<file path="src/core/cid_pkg.sv">
// Constants and carriers for the identification register bank.
// Assumes a coprocessor access port driven on core_clk by the pipeline.
package cid_pkg;

  ////////////////////////////////////////////////////////////////////////////
  // Coprocessor encodings
  localparam logic [2:0] CID_OPC1_ISA = 3'h0;
  localparam logic [3:0] CID_CRN_ISA = 4'h0;
  localparam logic [3:0] CID_CRM_ISA = 4'h2;
  localparam logic [2:0] CID_OPC2_ISA4 = 3'h4;
  localparam logic [2:0] CID_OPC2_ISA5 = 3'h5;
  localparam logic [2:0] CID_OPC1_CCS = 3'h1;
  localparam logic [3:0] CID_CRN_CCS = 4'h0;
  localparam logic [3:0] CID_CRM_CCS = 4'h0;
  localparam logic [2:0] CID_OPC2_CCS = 3'h0;

  ////////////////////////////////////////////////////////////////////////////
  // Fourth attribute register fields, high nibble first
  localparam logic [3:0] CID_ISA4_SWAP = 4'h1;
  localparam logic [3:0] CID_ISA4_PSRM = 4'h0;
  localparam logic [3:0] CID_ISA4_SYNCF = 4'h0;
  localparam logic [3:0] CID_ISA4_BARRIER = 4'h1;
  localparam logic [3:0] CID_ISA4_SECURE_CALL = 4'h1;
  localparam logic [3:0] CID_ISA4_WRITEBACK = 4'h1;
  localparam logic [3:0] CID_ISA4_SHIFT = 4'h4;
  localparam logic [3:0] CID_ISA4_UNPRIV = 4'h2;
  localparam logic [31:0] CID_ZERO = 32'h0000_0000;

  ////////////////////////////////////////////////////////////////////////////
  // Selection values
  localparam logic [3:0] CID_SEL_L1D = 4'h0;
  localparam logic [3:0] CID_SEL_L1I = 4'h1;
  localparam logic [3:0] CID_SEL_L2 = 4'h2;

  ////////////////////////////////////////////////////////////////////////////
  // Cache geometry defaults
  localparam logic [14:0] CID_L1D_SETS = 15'h007F;
  localparam logic [14:0] CID_L1I_SETS = 15'h01FF;
  localparam logic [14:0] CID_L2_SETS = 15'h03FF;
  localparam logic [9:0] CID_L1D_WAYS = 10'h003;
  localparam logic [9:0] CID_L1I_WAYS = 10'h001;
  localparam logic [9:0] CID_L2_WAYS = 10'h007;
  localparam logic [2:0] CID_LINE_8W = 3'h1;
  localparam logic [2:0] CID_LINE_16W = 3'h2;

  ////////////////////////////////////////////////////////////////////////////
  // Carriers
  typedef struct packed {
    logic valid;
    logic write;
    logic pl1;
    logic [2:0] opc1;
    logic [3:0] crn;
    logic [3:0] crm;
    logic [2:0] opc2;
    logic [31:0] wdata;
  } cid_req_t;

  typedef struct packed {
    logic valid;
    logic fault;
    logic [31:0] rdata;
  } cid_rsp_t;

  typedef struct packed {
    logic write_through_flag;
    logic write_back_flag;
    logic read_allocate_flag;
    logic write_allocate_flag;
    logic [14:0] set_count_minus_one;
    logic [9:0] ways_minus_one;
    logic [2:0] line_length_code;
  } cid_ccs_t;

  typedef enum logic [1:0] {
    CID_REG_NONE = 2'b00,
    CID_REG_ISA4 = 2'b01,
    CID_REG_ISA5 = 2'b10,
    CID_REG_CCS = 2'b11
  } cid_reg_t;

  typedef enum logic [0:0] {
    CID_IDLE = 1'b0,
    CID_ANSWER = 1'b1
  } cid_state_t;

  typedef struct packed {
    cid_state_t state;
    cid_rsp_t rsp;
  } cid_regs_t;

endpackage

</file>
<file path="src/core/cid_bank.sv">
// Identification register bank of the system control coprocessor.
// Assumes requests arrive on core_clk from the pipeline, with the
// privilege and selection value from same-clock logic.
//
// Operation
// Barrier field, bits 19:16 of attribute register four, reads 0x1.
// Secure call field, bits 15:12, reads 0x1.
// Write-back addressing field, bits 11:8, reads 0x1.
// Shift support field, bits 7:4, reads 0x4.
// Unprivileged access field, bits 3:0, reads 0x2.
// Software reads attribute four with opcode 0, c0, c2, opcode 4.
// Attribute register five reads zero; writes have no effect.
// Cache size register is read-only and not banked by security.
// Cache size register only reachable at privilege level one or above.
// Selection value picks which cache size value a read returns.
// Bit 31 set when selected cache supports write-through.
// Bit 30 set when selected cache supports write-back.
// Bit 29 set when selected cache allocates on read misses.
// Bit 28 set when selected cache allocates on write misses.
// Bits 27:13 hold set count minus one.
// Bits 12:3 hold number of ways minus one.
// Bits 2:0 hold log2 of words per line minus two.
// Selection 0 level-one data, 1 instruction, 2 level two; rest reserved.
module cid_bank
  import cid_pkg::*;
#(
  parameter logic [14:0] L1D_SETS = CID_L1D_SETS,
  parameter logic [14:0] L1I_SETS = CID_L1I_SETS,
  parameter logic [14:0] L2_SETS = CID_L2_SETS
) (
  // Clock and reset
  input wire logic core_clk,
  input wire logic rst,
  input wire logic clk_en,
  // Coprocessor access
  input wire cid_req_t cp_req,
  output logic cp_ready,
  output cid_rsp_t cp_rsp,
  // Current cache size selection
  input wire logic [3:0] cache_size_select
);

  ////////////////////////////////////////////////////////////////////////////
  // Decoding

  // Attribute space; the second opcode picks the register
  function automatic logic cid_in_isa_space(input cid_req_t r);
    logic hit;
    hit = 1'b0;
    if (r.opc1 == CID_OPC1_ISA) begin
      if (r.crn == CID_CRN_ISA) begin
        if (r.crm == CID_CRM_ISA) begin
          hit = 1'b1;
        end
      end
    end
    return hit;
  endfunction

  // Cache size register: one full encoding, nothing aliases it
  function automatic logic cid_is_ccs(input cid_req_t r);
    logic hit;
    hit = 1'b0;
    if (r.opc1 == CID_OPC1_CCS) begin
      if (r.crn == CID_CRN_CCS) begin
        if (r.crm == CID_CRM_CCS) begin
          if (r.opc2 == CID_OPC2_CCS) begin
            hit = 1'b1;
          end
        end
      end
    end
    return hit;
  endfunction

  // Shared by the read data and the fault paths
  function automatic cid_reg_t cid_decode(input cid_req_t r);
    cid_reg_t id;
    id = CID_REG_NONE;
    if (cid_in_isa_space(r)) begin
      case (r.opc2)
        CID_OPC2_ISA4: begin
          id = CID_REG_ISA4;
        end
        CID_OPC2_ISA5: begin
          id = CID_REG_ISA5;
        end
        default: begin
          id = CID_REG_NONE;
        end
      endcase
    end else if (cid_is_ccs(r)) begin
      id = CID_REG_CCS;
    end
    return id;
  endfunction

  // Packs one cache description into register layout
  function automatic logic [31:0] cid_pack(input cid_ccs_t c);
    logic [31:0] v;
    v = CID_ZERO;
    v[31] = c.write_through_flag;
    v[30] = c.write_back_flag;
    v[29] = c.read_allocate_flag;
    v[28] = c.write_allocate_flag;
    v[27:13] = c.set_count_minus_one;
    v[12:3] = c.ways_minus_one;
    v[2:0] = c.line_length_code;
    return v;
  endfunction

  ////////////////////////////////////////////////////////////////////////////
  // Constant register contents

  // Upper nibbles describe features served elsewhere in the core
  function automatic logic [31:0] cid_isa4_word();
    logic [31:0] v;
    v = CID_ZERO;
    v[31:28] = CID_ISA4_SWAP;
    v[27:24] = CID_ISA4_PSRM;
    v[23:20] = CID_ISA4_SYNCF;
    v[19:16] = CID_ISA4_BARRIER;
    v[15:12] = CID_ISA4_SECURE_CALL;
    v[11:8] = CID_ISA4_WRITEBACK;
    v[7:4] = CID_ISA4_SHIFT;
    v[3:0] = CID_ISA4_UNPRIV;
    return v;
  endfunction

  logic [31:0] isa4_value;
  assign isa4_value = cid_isa4_word();

  ////////////////////////////////////////////////////////////////////////////
  // Cache descriptions

  // Index order follows the selection encoding
  localparam int unsigned N_CACHE = 3;

  // One description per cache level and type
  function automatic cid_ccs_t cid_desc(input int unsigned idx);
    cid_ccs_t c;
    c = '0;
    case (idx)
      0: begin
        c.write_through_flag = 1'b0;
        c.write_back_flag = 1'b1;
        c.read_allocate_flag = 1'b1;
        c.write_allocate_flag = 1'b1;
        c.set_count_minus_one = L1D_SETS;
        c.ways_minus_one = CID_L1D_WAYS;
        c.line_length_code = CID_LINE_16W;
      end
      1: begin
        c.write_through_flag = 1'b0;
        c.write_back_flag = 1'b0;
        c.read_allocate_flag = 1'b1;
        c.write_allocate_flag = 1'b0;
        c.set_count_minus_one = L1I_SETS;
        c.ways_minus_one = CID_L1I_WAYS;
        c.line_length_code = CID_LINE_8W;
      end
      2: begin
        c.write_through_flag = 1'b0;
        c.write_back_flag = 1'b1;
        c.read_allocate_flag = 1'b1;
        c.write_allocate_flag = 1'b1;
        c.set_count_minus_one = L2_SETS;
        c.ways_minus_one = CID_L2_WAYS;
        c.line_length_code = CID_LINE_16W;
      end
      default: begin
        c = '0;
      end
    endcase
    return c;
  endfunction

  cid_ccs_t desc [N_CACHE];
  logic [31:0] ccs_word [N_CACHE];

  // Built once per cache so the selection mux only picks a word
  for (genvar g = 0; g < N_CACHE; g++) begin : g_cache
    assign desc[g] = cid_desc(g);
    assign ccs_word[g] = cid_pack(desc[g]);
  end

  ////////////////////////////////////////////////////////////////////////////
  // Cache size selection

  // Selection code for each table index
  function automatic logic [3:0] cid_sel_code(input int unsigned idx);
    logic [3:0] code;
    code = CID_SEL_L1D;
    case (idx)
      0: begin
        code = CID_SEL_L1D;
      end
      1: begin
        code = CID_SEL_L1I;
      end
      2: begin
        code = CID_SEL_L2;
      end
      default: begin
        code = CID_SEL_L1D;
      end
    endcase
    return code;
  endfunction

  // Reserved selections read zero rather than alias a real cache
  logic [31:0] ccs_value;

  always_comb begin
    ccs_value = CID_ZERO;
    for (int unsigned i = 0; i < N_CACHE; i++) begin
      if (cache_size_select == cid_sel_code(i)) begin
        ccs_value = ccs_word[i];
      end
    end
  end

  ////////////////////////////////////////////////////////////////////////////
  // Access checking

  // Only the reserved attribute register swallows a write
  function automatic logic cid_write_ok(input cid_reg_t id);
    logic ok;
    ok = 1'b0;
    case (id)
      CID_REG_ISA5: begin
        ok = 1'b1;
      end
      default: begin
        ok = 1'b0;
      end
    endcase
    return ok;
  endfunction

  // Every mapped register answers a read
  function automatic logic cid_read_ok(input cid_reg_t id);
    logic ok;
    ok = 1'b0;
    case (id)
      CID_REG_ISA4: begin
        ok = 1'b1;
      end
      CID_REG_ISA5: begin
        ok = 1'b1;
      end
      CID_REG_CCS: begin
        ok = 1'b1;
      end
      default: begin
        ok = 1'b0;
      end
    endcase
    return ok;
  endfunction

  cid_reg_t req_id;
  logic req_fault;
  logic [31:0] req_data;

  // No security-state input: one copy serves both worlds
  always_comb begin
    req_id = cid_decode(cp_req);
    req_fault = 1'b0;
    req_data = CID_ZERO;
    if (!cp_req.pl1) begin
      req_fault = 1'b1;
    end else if (cp_req.write) begin
      req_fault = !cid_write_ok(req_id);
    end else if (!cid_read_ok(req_id)) begin
      req_fault = 1'b1;
    end else begin
      case (req_id)
        CID_REG_ISA4: begin
          req_data = isa4_value;
        end
        CID_REG_CCS: begin
          req_data = ccs_value;
        end
        default: begin
          req_data = CID_ZERO;
        end
      endcase
    end
  end

  ////////////////////////////////////////////////////////////////////////////
  // Answer sequencing

  // Every answer leaves through here so valid and data stay together
  function automatic cid_rsp_t cid_answer(input logic flt,
      input logic [31:0] data);
    cid_rsp_t a;
    a = '0;
    a.valid = 1'b1;
    a.fault = flt;
    a.rdata = flt ? CID_ZERO : data;
    return a;
  endfunction

  cid_regs_t regs_q;
  cid_regs_t regs_d;
  logic take;

  // One request every other cycle; enough for coprocessor traffic
  assign cp_ready = (regs_q.state == CID_IDLE);
  assign take = clk_en && cp_ready && cp_req.valid;

  always_comb begin
    regs_d = regs_q;
    regs_d.rsp.valid = 1'b0;
    case (regs_q.state)
      CID_IDLE: begin
        if (take) begin
          regs_d.state = CID_ANSWER;
          regs_d.rsp = cid_answer(req_fault, req_data);
        end
      end
      CID_ANSWER: begin
        regs_d.state = CID_IDLE;
      end
      default: begin
        regs_d.state = CID_IDLE;
      end
    endcase
  end

  always_ff @(posedge core_clk) begin
    if (rst) begin
      regs_q.state <= CID_IDLE;
      regs_q.rsp <= '0;
    end else if (clk_en) begin
      regs_q <= regs_d;
    end
  end

  assign cp_rsp = regs_q.rsp;

endmodule

</file>
<file path="config.mk">
export PLATFORM = sky130hd
export DESIGN_NAME = cid_bank
export DESIGN_NICKNAME = d
export VERILOG_FILES = /design/src/core/cid_pkg.sv /design/src/core/cid_bank.sv
export SDC_FILE = /design/constraint.sdc
export NUM_CORES = 1
export LEC_CHECK = 0
export ABC_AREA = 1
export BUFFER_PORTS_ARGS = -buffer_cell sky130_fd_sc_hd__buf_2
export CORE_MARGIN = 10
export CORE_UTILIZATION = 36
export DETAILED_ROUTE_END_ITERATION = 10
export PLACE_DENSITY = 0.85
export SYNTH_ARGS = -nofsm -noshare
export SYNTH_HDL_FRONTEND = slang
export SYNTH_SLANG_ARGS = --single-unit
</file>
<file path="constraint.sdc">
create_clock -name core_clk -period 3.7 [get_ports core_clk]
set_clock_uncertainty 0.15 [all_clocks]
set_input_delay 0.555 -clock core_clk [delete_from_list [all_inputs] [get_ports core_clk]]
set_output_delay 0.555 -clock core_clk [all_outputs]
set_load 0.01 [all_outputs]
</file>
==> impl_metrics.csv, run 1 <==
group,metric,value,unit
worst_setup_path,crit_fanout,9,
power,p_int,0.000162,W
worst_setup_path,crit_chain,"buf_2",
routing,drc,0,
yosys,syn_inst,127,
placed_design,io_buffers,47,
worst_setup_path,critPathBufInv,1,
clocking,htreeDepth,1,
yosys,synth_top_family_by_area,"simple AND/OR/NAND/NOR gates",
routing,num_vias,819,
floorplan,die_y,67.5,µm
floorplan,rows,17,
worst_setup_path,cp-startpoint,"cp_rsp[29]$_SDFFE_PP0P_",
power,ir_drop,0.000167,V
global_routing,grt_max_degree,11,
power,leakage,0.536,nW
global_routing,grt_usage,0.0895,
power,p_switching,0.0000631,W
clocking,cts_resized,0,
yosys,synth_cell_types,17,
floorplan,initial_utilization,0.374,
placed_design,gp_congestion,0.770,
yosys,synth_seq_cells,10,
global_routing,grt_pass1_vias,786,
sta,setup_tns,0,ns
worst_setup_path,critPathKind,"reg -> out",
min_path,min_from,"cp_rsp[16]$_SDFFE_PP0P_",
yosys,synthXorXnorAreaFrac,0,
clocking,root_buffer,"clkbuf_4",
worst_setup_path,rr_worst_depth,7,
power,p_clk_frac,0.321,
finish,layout.cells.non_filler,190,
sta,finalSetupViolCount,0,
routing,wl_per_cell,10.7,µm
outcome,outcome,"complete, no violations",
yosys,yosys-top-cells-count,"buf_4 (24), nand2_1 (23), nor2_1 (16), inv_1 (14), nand3_1 (13)",
worst_setup_path,r2r_slack,2.34,ns
worst_setup_path,cp_slowest_cell,"dfxtp_1",
routing,drtIter0Drc,17,
yosys,yosysSeqAreaShare,0.247,
clocking,worstSkewPairLatency,0.26,ns
flow_run,drv_cap,0,
floorplan,core_area,2170,µm²
finish,num-fill-cells,248,
power,p_sw_frac,0.280,
global_routing,antenna_found_initial,0,
placed_design,placed_cells,187,
clocking,clk_path_buf_depth,2,
clocking,clock-sinks,10,
yosys,syn-cell-area,811,µm²
yosys,synth_top_area_frac,0.247,
yosys,post-synth-top-count-cell,"buf_4",
yosys,synth_flop_cell,"dfxtp_1",
yosys,synth_compound_area_frac,0.0556,
clocking,cts_made_buffers,3,
yosys,yosys.area.top_type,"dfxtp_1",
worst_setup_path,crit_family,"flip-flops",
min_path,holdPathEnd,"cp_rsp[16]$_SDFFE_PP0P_",
clocking,cts_tree,"done",
global_routing,overflow,0,
clocking,clk_pin_slew,0.06,ns
min_path,hold_class,"reg -> reg",
yosys,async_flop_share,0,
sta,period_share,0.423,
finish,num_antenna_cells,0,
yosys,synth_edf_count,0,
worst_setup_path,r2r-end,"cp_rsp[28]$_SDFFE_PP0P_",
yosys,synthMuxAreaShare,0,
sta,period_needed,1.57,ns
power,share_comb_of_total_power,0.192,
routing,routed_wl,2.03,mm
yosys,synth-simple-area-share,0.395,
clocking,cts_setup_buffers,0,
routing,viasPerCell,4.31,
floorplan,ios,91,
finish,multi_input_area,407,µm²
floorplan,die_w,67.5,µm
worst_setup_path,crit_path_end_kind,"output pin",
sta,fmax,638,MHz
floorplan,die-area,4550,µm²
power,p_seq_frac,0.487,
routing,dr.pass1.iters,4,
sta,rsz0062_at_grt,"false",
worst_setup_path,worstPathRequired,2.99,ns
yosys,avgSynthCellArea,6.38,µm²
yosys,synth_fa_ha_area_frac,0,
finish,seq_area,200,µm²
sta,hold_viol_final,0,
worst_setup_path,r2r-start,"regs_q[34]$_SDFFE_PP0P_",
yosys,yosys_warnings,0,
finish,layout-drive-gt1-share,0.358,
worst_setup_path,crit_path_start_kind,"register",
yosys,netlist_top_cells_area,"dfxtp_1 (25%), buf_4 (22%), nand2_1 (11%)",
min_path,hold_depth,2,
power,power_density,235,nW/µm²
sta,drv_slew,0,
finish,layout.nets,220,
global_routing,grt_pass1_wl,3.22,mm
worst_setup_path,max_stage_delay,0.43,ns
clocking,hold_buffers,0,
routing,ant_nets,0,
finish,area_growth,18.1,%
worst_setup_path,arrival,0.86,ns
placed_design,detailed_place_hpwl,1.77,mm
[through the flow]
stage | worst slack, ns | hold WS (ns) | area [µm²] | util | total power, W
final | 2.13 | 0.317 | 957 | 0.441 | 0.000225
after global routing | 2.03 | 0.332 | 957 | 0.441 | 0.000243
after CTS | 2.11 | 0.319 | 957 | 0.441 | 0.000230
after detailed placement | 1.95 | 0.308 | 935 | 0.431 | 0.000155
after global placement | 1.99 | 0.302 | 935 | 0.431 | 0.000154
after floorplan | 2.18 | 0.340 | 848 | - | 0.000143
[cells in the final DEF (no fill, tap or decap), drive strengths merged]
master,instances
conb,11
nand3b,1
clkinv,1
clkbuf,3
nand4,2
nor3,6
inv,14
o21ai,1
a21oi,8
nand3,15
buf,47
nand2,23
nor2,20
dfxtp,10
[worst max path at each step]
stage          slack, ns                      end  cells past startpoint
2_1_floorplan       2.18  cp_rsp[12]$_SDFFE_PP0P_                      9
3_3_place_gp        1.99  cp_rsp[21]$_SDFFE_PP0P_                      8
3_5_place_dp        1.95  cp_rsp[28]$_SDFFE_PP0P_                     10
4_1_cts             2.11               cp_rsp[17]                      1
5_1_grt             2.03               cp_rsp[17]                      1
6_report            2.13               cp_rsp[17]                      1
[metal layers]
layer | part of all wire | track usage
met5 | 0 | 0
met4 | 0.014 | 0.0385
met3 | 0.13 | 0.0463
met2 | 0.49 | 0.155
met1 | 0.36 | 0.0879
[power by group through the flow]
stage	Clock, W	Sequential, W	Combinational, W
after floorplan	0	0.000113	0.0000303
after global placement	0	0.000112	0.0000425
after detailed placement	0	0.000112	0.0000431
after CTS	0.0000771	0.000110	0.0000433
after global routing	0.0000839	0.000110	0.0000494
final	0.0000722	0.000110	0.0000432
[flip-flops by register name (all words and copies together) (netlist names)]
| name | cells |
|---|---|
| cp_rsp | 9 |
| regs_q | 1 |
[final cells by class]
cell class / count / share of cell area
inverters: 15 / 0.0601
well taps: 28 / 0.0366
flip-flops and latches: 10 / 0.209
repair buffers: 47 / 0.246
multi-input cells: 87 / 0.425
clock buffers: 3 / 0.0235
[cells by family (layout without fill, tap and decap cells)]
family / after synthesis / in the layout
flops: 10 / 10
simple gates: 67 / 67
compound gates: 9 / 9
other cells: 1 / 11
buf+inv: 40 / 65
No activity file was read; power rests on OpenSTA's default activity.
==> inputs of run 2 (changes only) <==
--- a/config.mk
+++ b/config.mk
@@ -5,12 +5,12 @@
 export SDC_FILE = /design/constraint.sdc
 export NUM_CORES = 1
 export LEC_CHECK = 0
-export ABC_AREA = 1
+export ABC_AREA = 0
 export BUFFER_PORTS_ARGS = -buffer_cell sky130_fd_sc_hd__buf_2
 export CORE_MARGIN = 10
-export CORE_UTILIZATION = 36
+export CORE_UTILIZATION = 32
 export DETAILED_ROUTE_END_ITERATION = 10
-export PLACE_DENSITY = 0.85
+export PLACE_DENSITY = 0.8
 export SYNTH_ARGS = -nofsm -noshare
 export SYNTH_HDL_FRONTEND = slang
 export SYNTH_SLANG_ARGS = --single-unit
==> constraint.sdc (replaced) <==
create_clock -name core_clk -period 1.47 [get_ports core_clk]
set_clock_uncertainty 0.15 [all_clocks]
set_input_delay 0.2205 -clock core_clk [delete_from_list [all_inputs] [get_ports core_clk]]
set_output_delay 0.2205 -clock core_clk [all_outputs]
set_load 0.01 [all_outputs]
==> impl_metrics.csv, run 2 <==
group,metric,value,unit
global_routing,antenna_found_initial,0,
routing,routed_wl,2.18,mm
routing,num_vias,770,
routing,ant_nets,0,
yosys,yosys.area.top_type,"dfxtp_1",
floorplan,die_w,67.9,µm
sta,setup_slack,-0.0887,ns
floorplan,die_y,67.9,µm
yosys,async_flop_share,0,
flow_run,drv_cap,0,
power,ir_drop,0.000273,V
worst_setup_path,arrival,1.58,ns
routing,dr.pass1.iters,2,
finish,num-fill-cells,225,
clocking,worstSkewPairLatency,0.27,ns
floorplan,core_area,2190,µm²
sta,hold_slack,0.0537,ns
clocking,root_buffer,"clkbuf_4",
routing,viasPerCell,4.67,
global_routing,grt_pass1_vias,816,
outcome,violations,"setup timing",
floorplan,ios,91,
placed_design,gp_congestion,0.798,
yosys,synth_flop_cell,"dfxtp_1",
clocking,clock-sinks,10,
yosys,yosys_warnings,0,
power,leakage,0.508,nW
yosys,synth_edf_count,0,
placed_design,detailed_place_hpwl,1.89,mm
worst_setup_path,crit_cells,5,
global_routing,grt_max_degree,10,
placed_design,io_buffers,47,
yosys,synth_cell_types,30,
floorplan,die-area,4610,µm²
clocking,cts_made_buffers,3,
sta,period_needed,1.56,ns
worst_setup_path,rr_worst_depth,4,
yosys,post-synth-top-count-cell,"buf_4",
power,power_density,656,nW/µm²
outcome,outcome,"finished with violations",
finish,largest_reg_flops,9,
global_routing,grt_usage,0.0925,
finish,final_common_cell,"buf_2",
routing,drc,0,
clocking,clk_pin_slew,0.07,ns
yosys,syn_inst,90,
sta,period_share,1.06,
finish,layout-drive-gt1-share,0.504,
finish,layout.nets,194,
sta,rsz0062_at_grt,"true",
routing,wl_per_cell,13.2,µm
sta,hold_viol_final,0,
worst_setup_path,crit_fanout,3,
worst_setup_path,crit_chain,"buf_6 -> or4_4 -> nor4_4 -> nand3_2 -> a221oi_1",
clocking,hold_buffers,0,
min_path,hold_depth,2,
worst_setup_path,crit_path_end_kind,"register",
floorplan,initial_utilization,0.335,
sta,fmax,642,MHz
power,total_power,0.000661,W
worst_setup_path,crit_path_start_kind,"primary input",
worst_setup_path,max_stage_delay,0.54,ns
yosys,yosysSeqAreaShare,0.273,
finish,finalCoreUtilization,0.460,
clocking,htreeDepth,1,
finish,num_antenna_cells,0,
yosys,synth_top_area_frac,0.273,
floorplan,rows,17,
finish,area_growth,37.1,%
sta,finalSetupViolCount,8,
min_path,hold_class,"in -> reg",
worst_setup_path,worstPathRequired,1.49,ns
worst_setup_path,critPathBufInv,1,
clocking,cts_tree,"done",
routing,drtIter0Drc,15,
placed_design,place_area,943,µm²
yosys,netlist_top_cells_area,"dfxtp_1 (27%), buf_4 (25%), nand2_1 (6.1%)",
yosys,synth_seq_cells,10,
yosys,avgSynthCellArea,8.16,µm²
clocking,cts_setup_buffers,0,
finish,final_area,1010,µm²
global_routing,grt_pass1_wl,3.39,mm
clocking,clk_path_buf_depth,2,
yosys,yosys-top-cells-count,"buf_4 (24), nand2_1 (12), dfxtp_1 (10), a21oi_1 (5), o21ai_1 (5)",
placed_design,place_ws,-0.410,ns
sta,drv_slew,0,
finish,layout_common_cells,"buf_2 (46), nand2_1 (12), conb_1 (11)",
worst_setup_path,crit_family,"simple AND/OR/NAND/NOR gates",
worst_setup_path,critPathKind,"in -> reg",
yosys,syn-cell-area,734,µm²
worst_setup_path,cp_slowest_cell,"or4_4",
global_routing,overflow,0,
[run 2: changes by cell type in the layout (fill, tap and decap cells not counted), sizes merged, moves of 3 or more]
| cell | delta |
|---|---|
| nor3 | -5 |
| nand3 | -14 |
| buf | +10 |
| nand2 | -11 |
| inv | -10 |
| a21oi | -3 |
| nor2 | -19 |
| o21ai | +4 |
[run 2: layout make-up]
type,count,area (µm²),area share
clock buffer,4,36.3,0.0360
inverter,4,15.0,0.0149
multi-input combinational,62,404,0.401
sequential,10,200,0.199
tap,28,35.0,0.0348
timing repair buffer,57,317,0.314
[run 2: layer usage]
layer	global-route usage	wire length [µm]	share of wire	up-vias
li1	-	-	-	377
met1	0.0864	757	0.35	344
met2	0.169	1000	0.46	47
met3	0.0506	407	0.19	2
met4	0.0302	12	0.0055	0
met5	0	0	0	-
[run 2: path summary, 6_finish.rpt]
kind / slack, ns / endpoint / from
setup / recovery: -0.09 / cp_rsp[16]$_SDFFE_PP0P_ / cp_req[38]
hold / removal: 0.05 / cp_rsp[28]$_SDFFE_PP0P_ / rst
setup reg to reg: 0.01 / cp_rsp[16]$_SDFFE_PP0P_ / regs_q[34]$_SDFFE_PP0P_
hold reg to reg: 0.31 / cp_rsp[0]$_SDFFE_PP0P_ / cp_rsp[0]$_SDFFE_PP0P_
[run 2: power by group]
| part | switching (W) | internal (W) |
|---|---|---|
| combinational | 0.0000740 | 0.0000643 |
| clock | 0.0000968 | 0.000150 |
| sequential | 0.00000147 | 0.000274 |
[run 2: logic make-up (layout without fill, tap and decap cells)]
logic type      count (synthesis)  after routing  synth area share
compound gates                 17             17             0.145
xor+xnor                        1              1            0.0119
buf+inv                        28             65             0.266
flops                          10             10             0.273
other cells                     1             11           0.00511
simple gates                   33             33             0.300
[run 2: timing repair]
action | CTS | global route
resized for setup | 2 | 2
setup endpoints to repair | 8 | 9
pin swaps | 6 | 4
[run 2: per-stage QoR]
stage / instances / setup TNS [ns]
floorplan: 100 / -1.42
global placement: 161 / -2.89
detailed placement: 161 / -3.35
CTS: 165 / -0.592
global route: 165 / -0.997
finish: 165 / -0.534
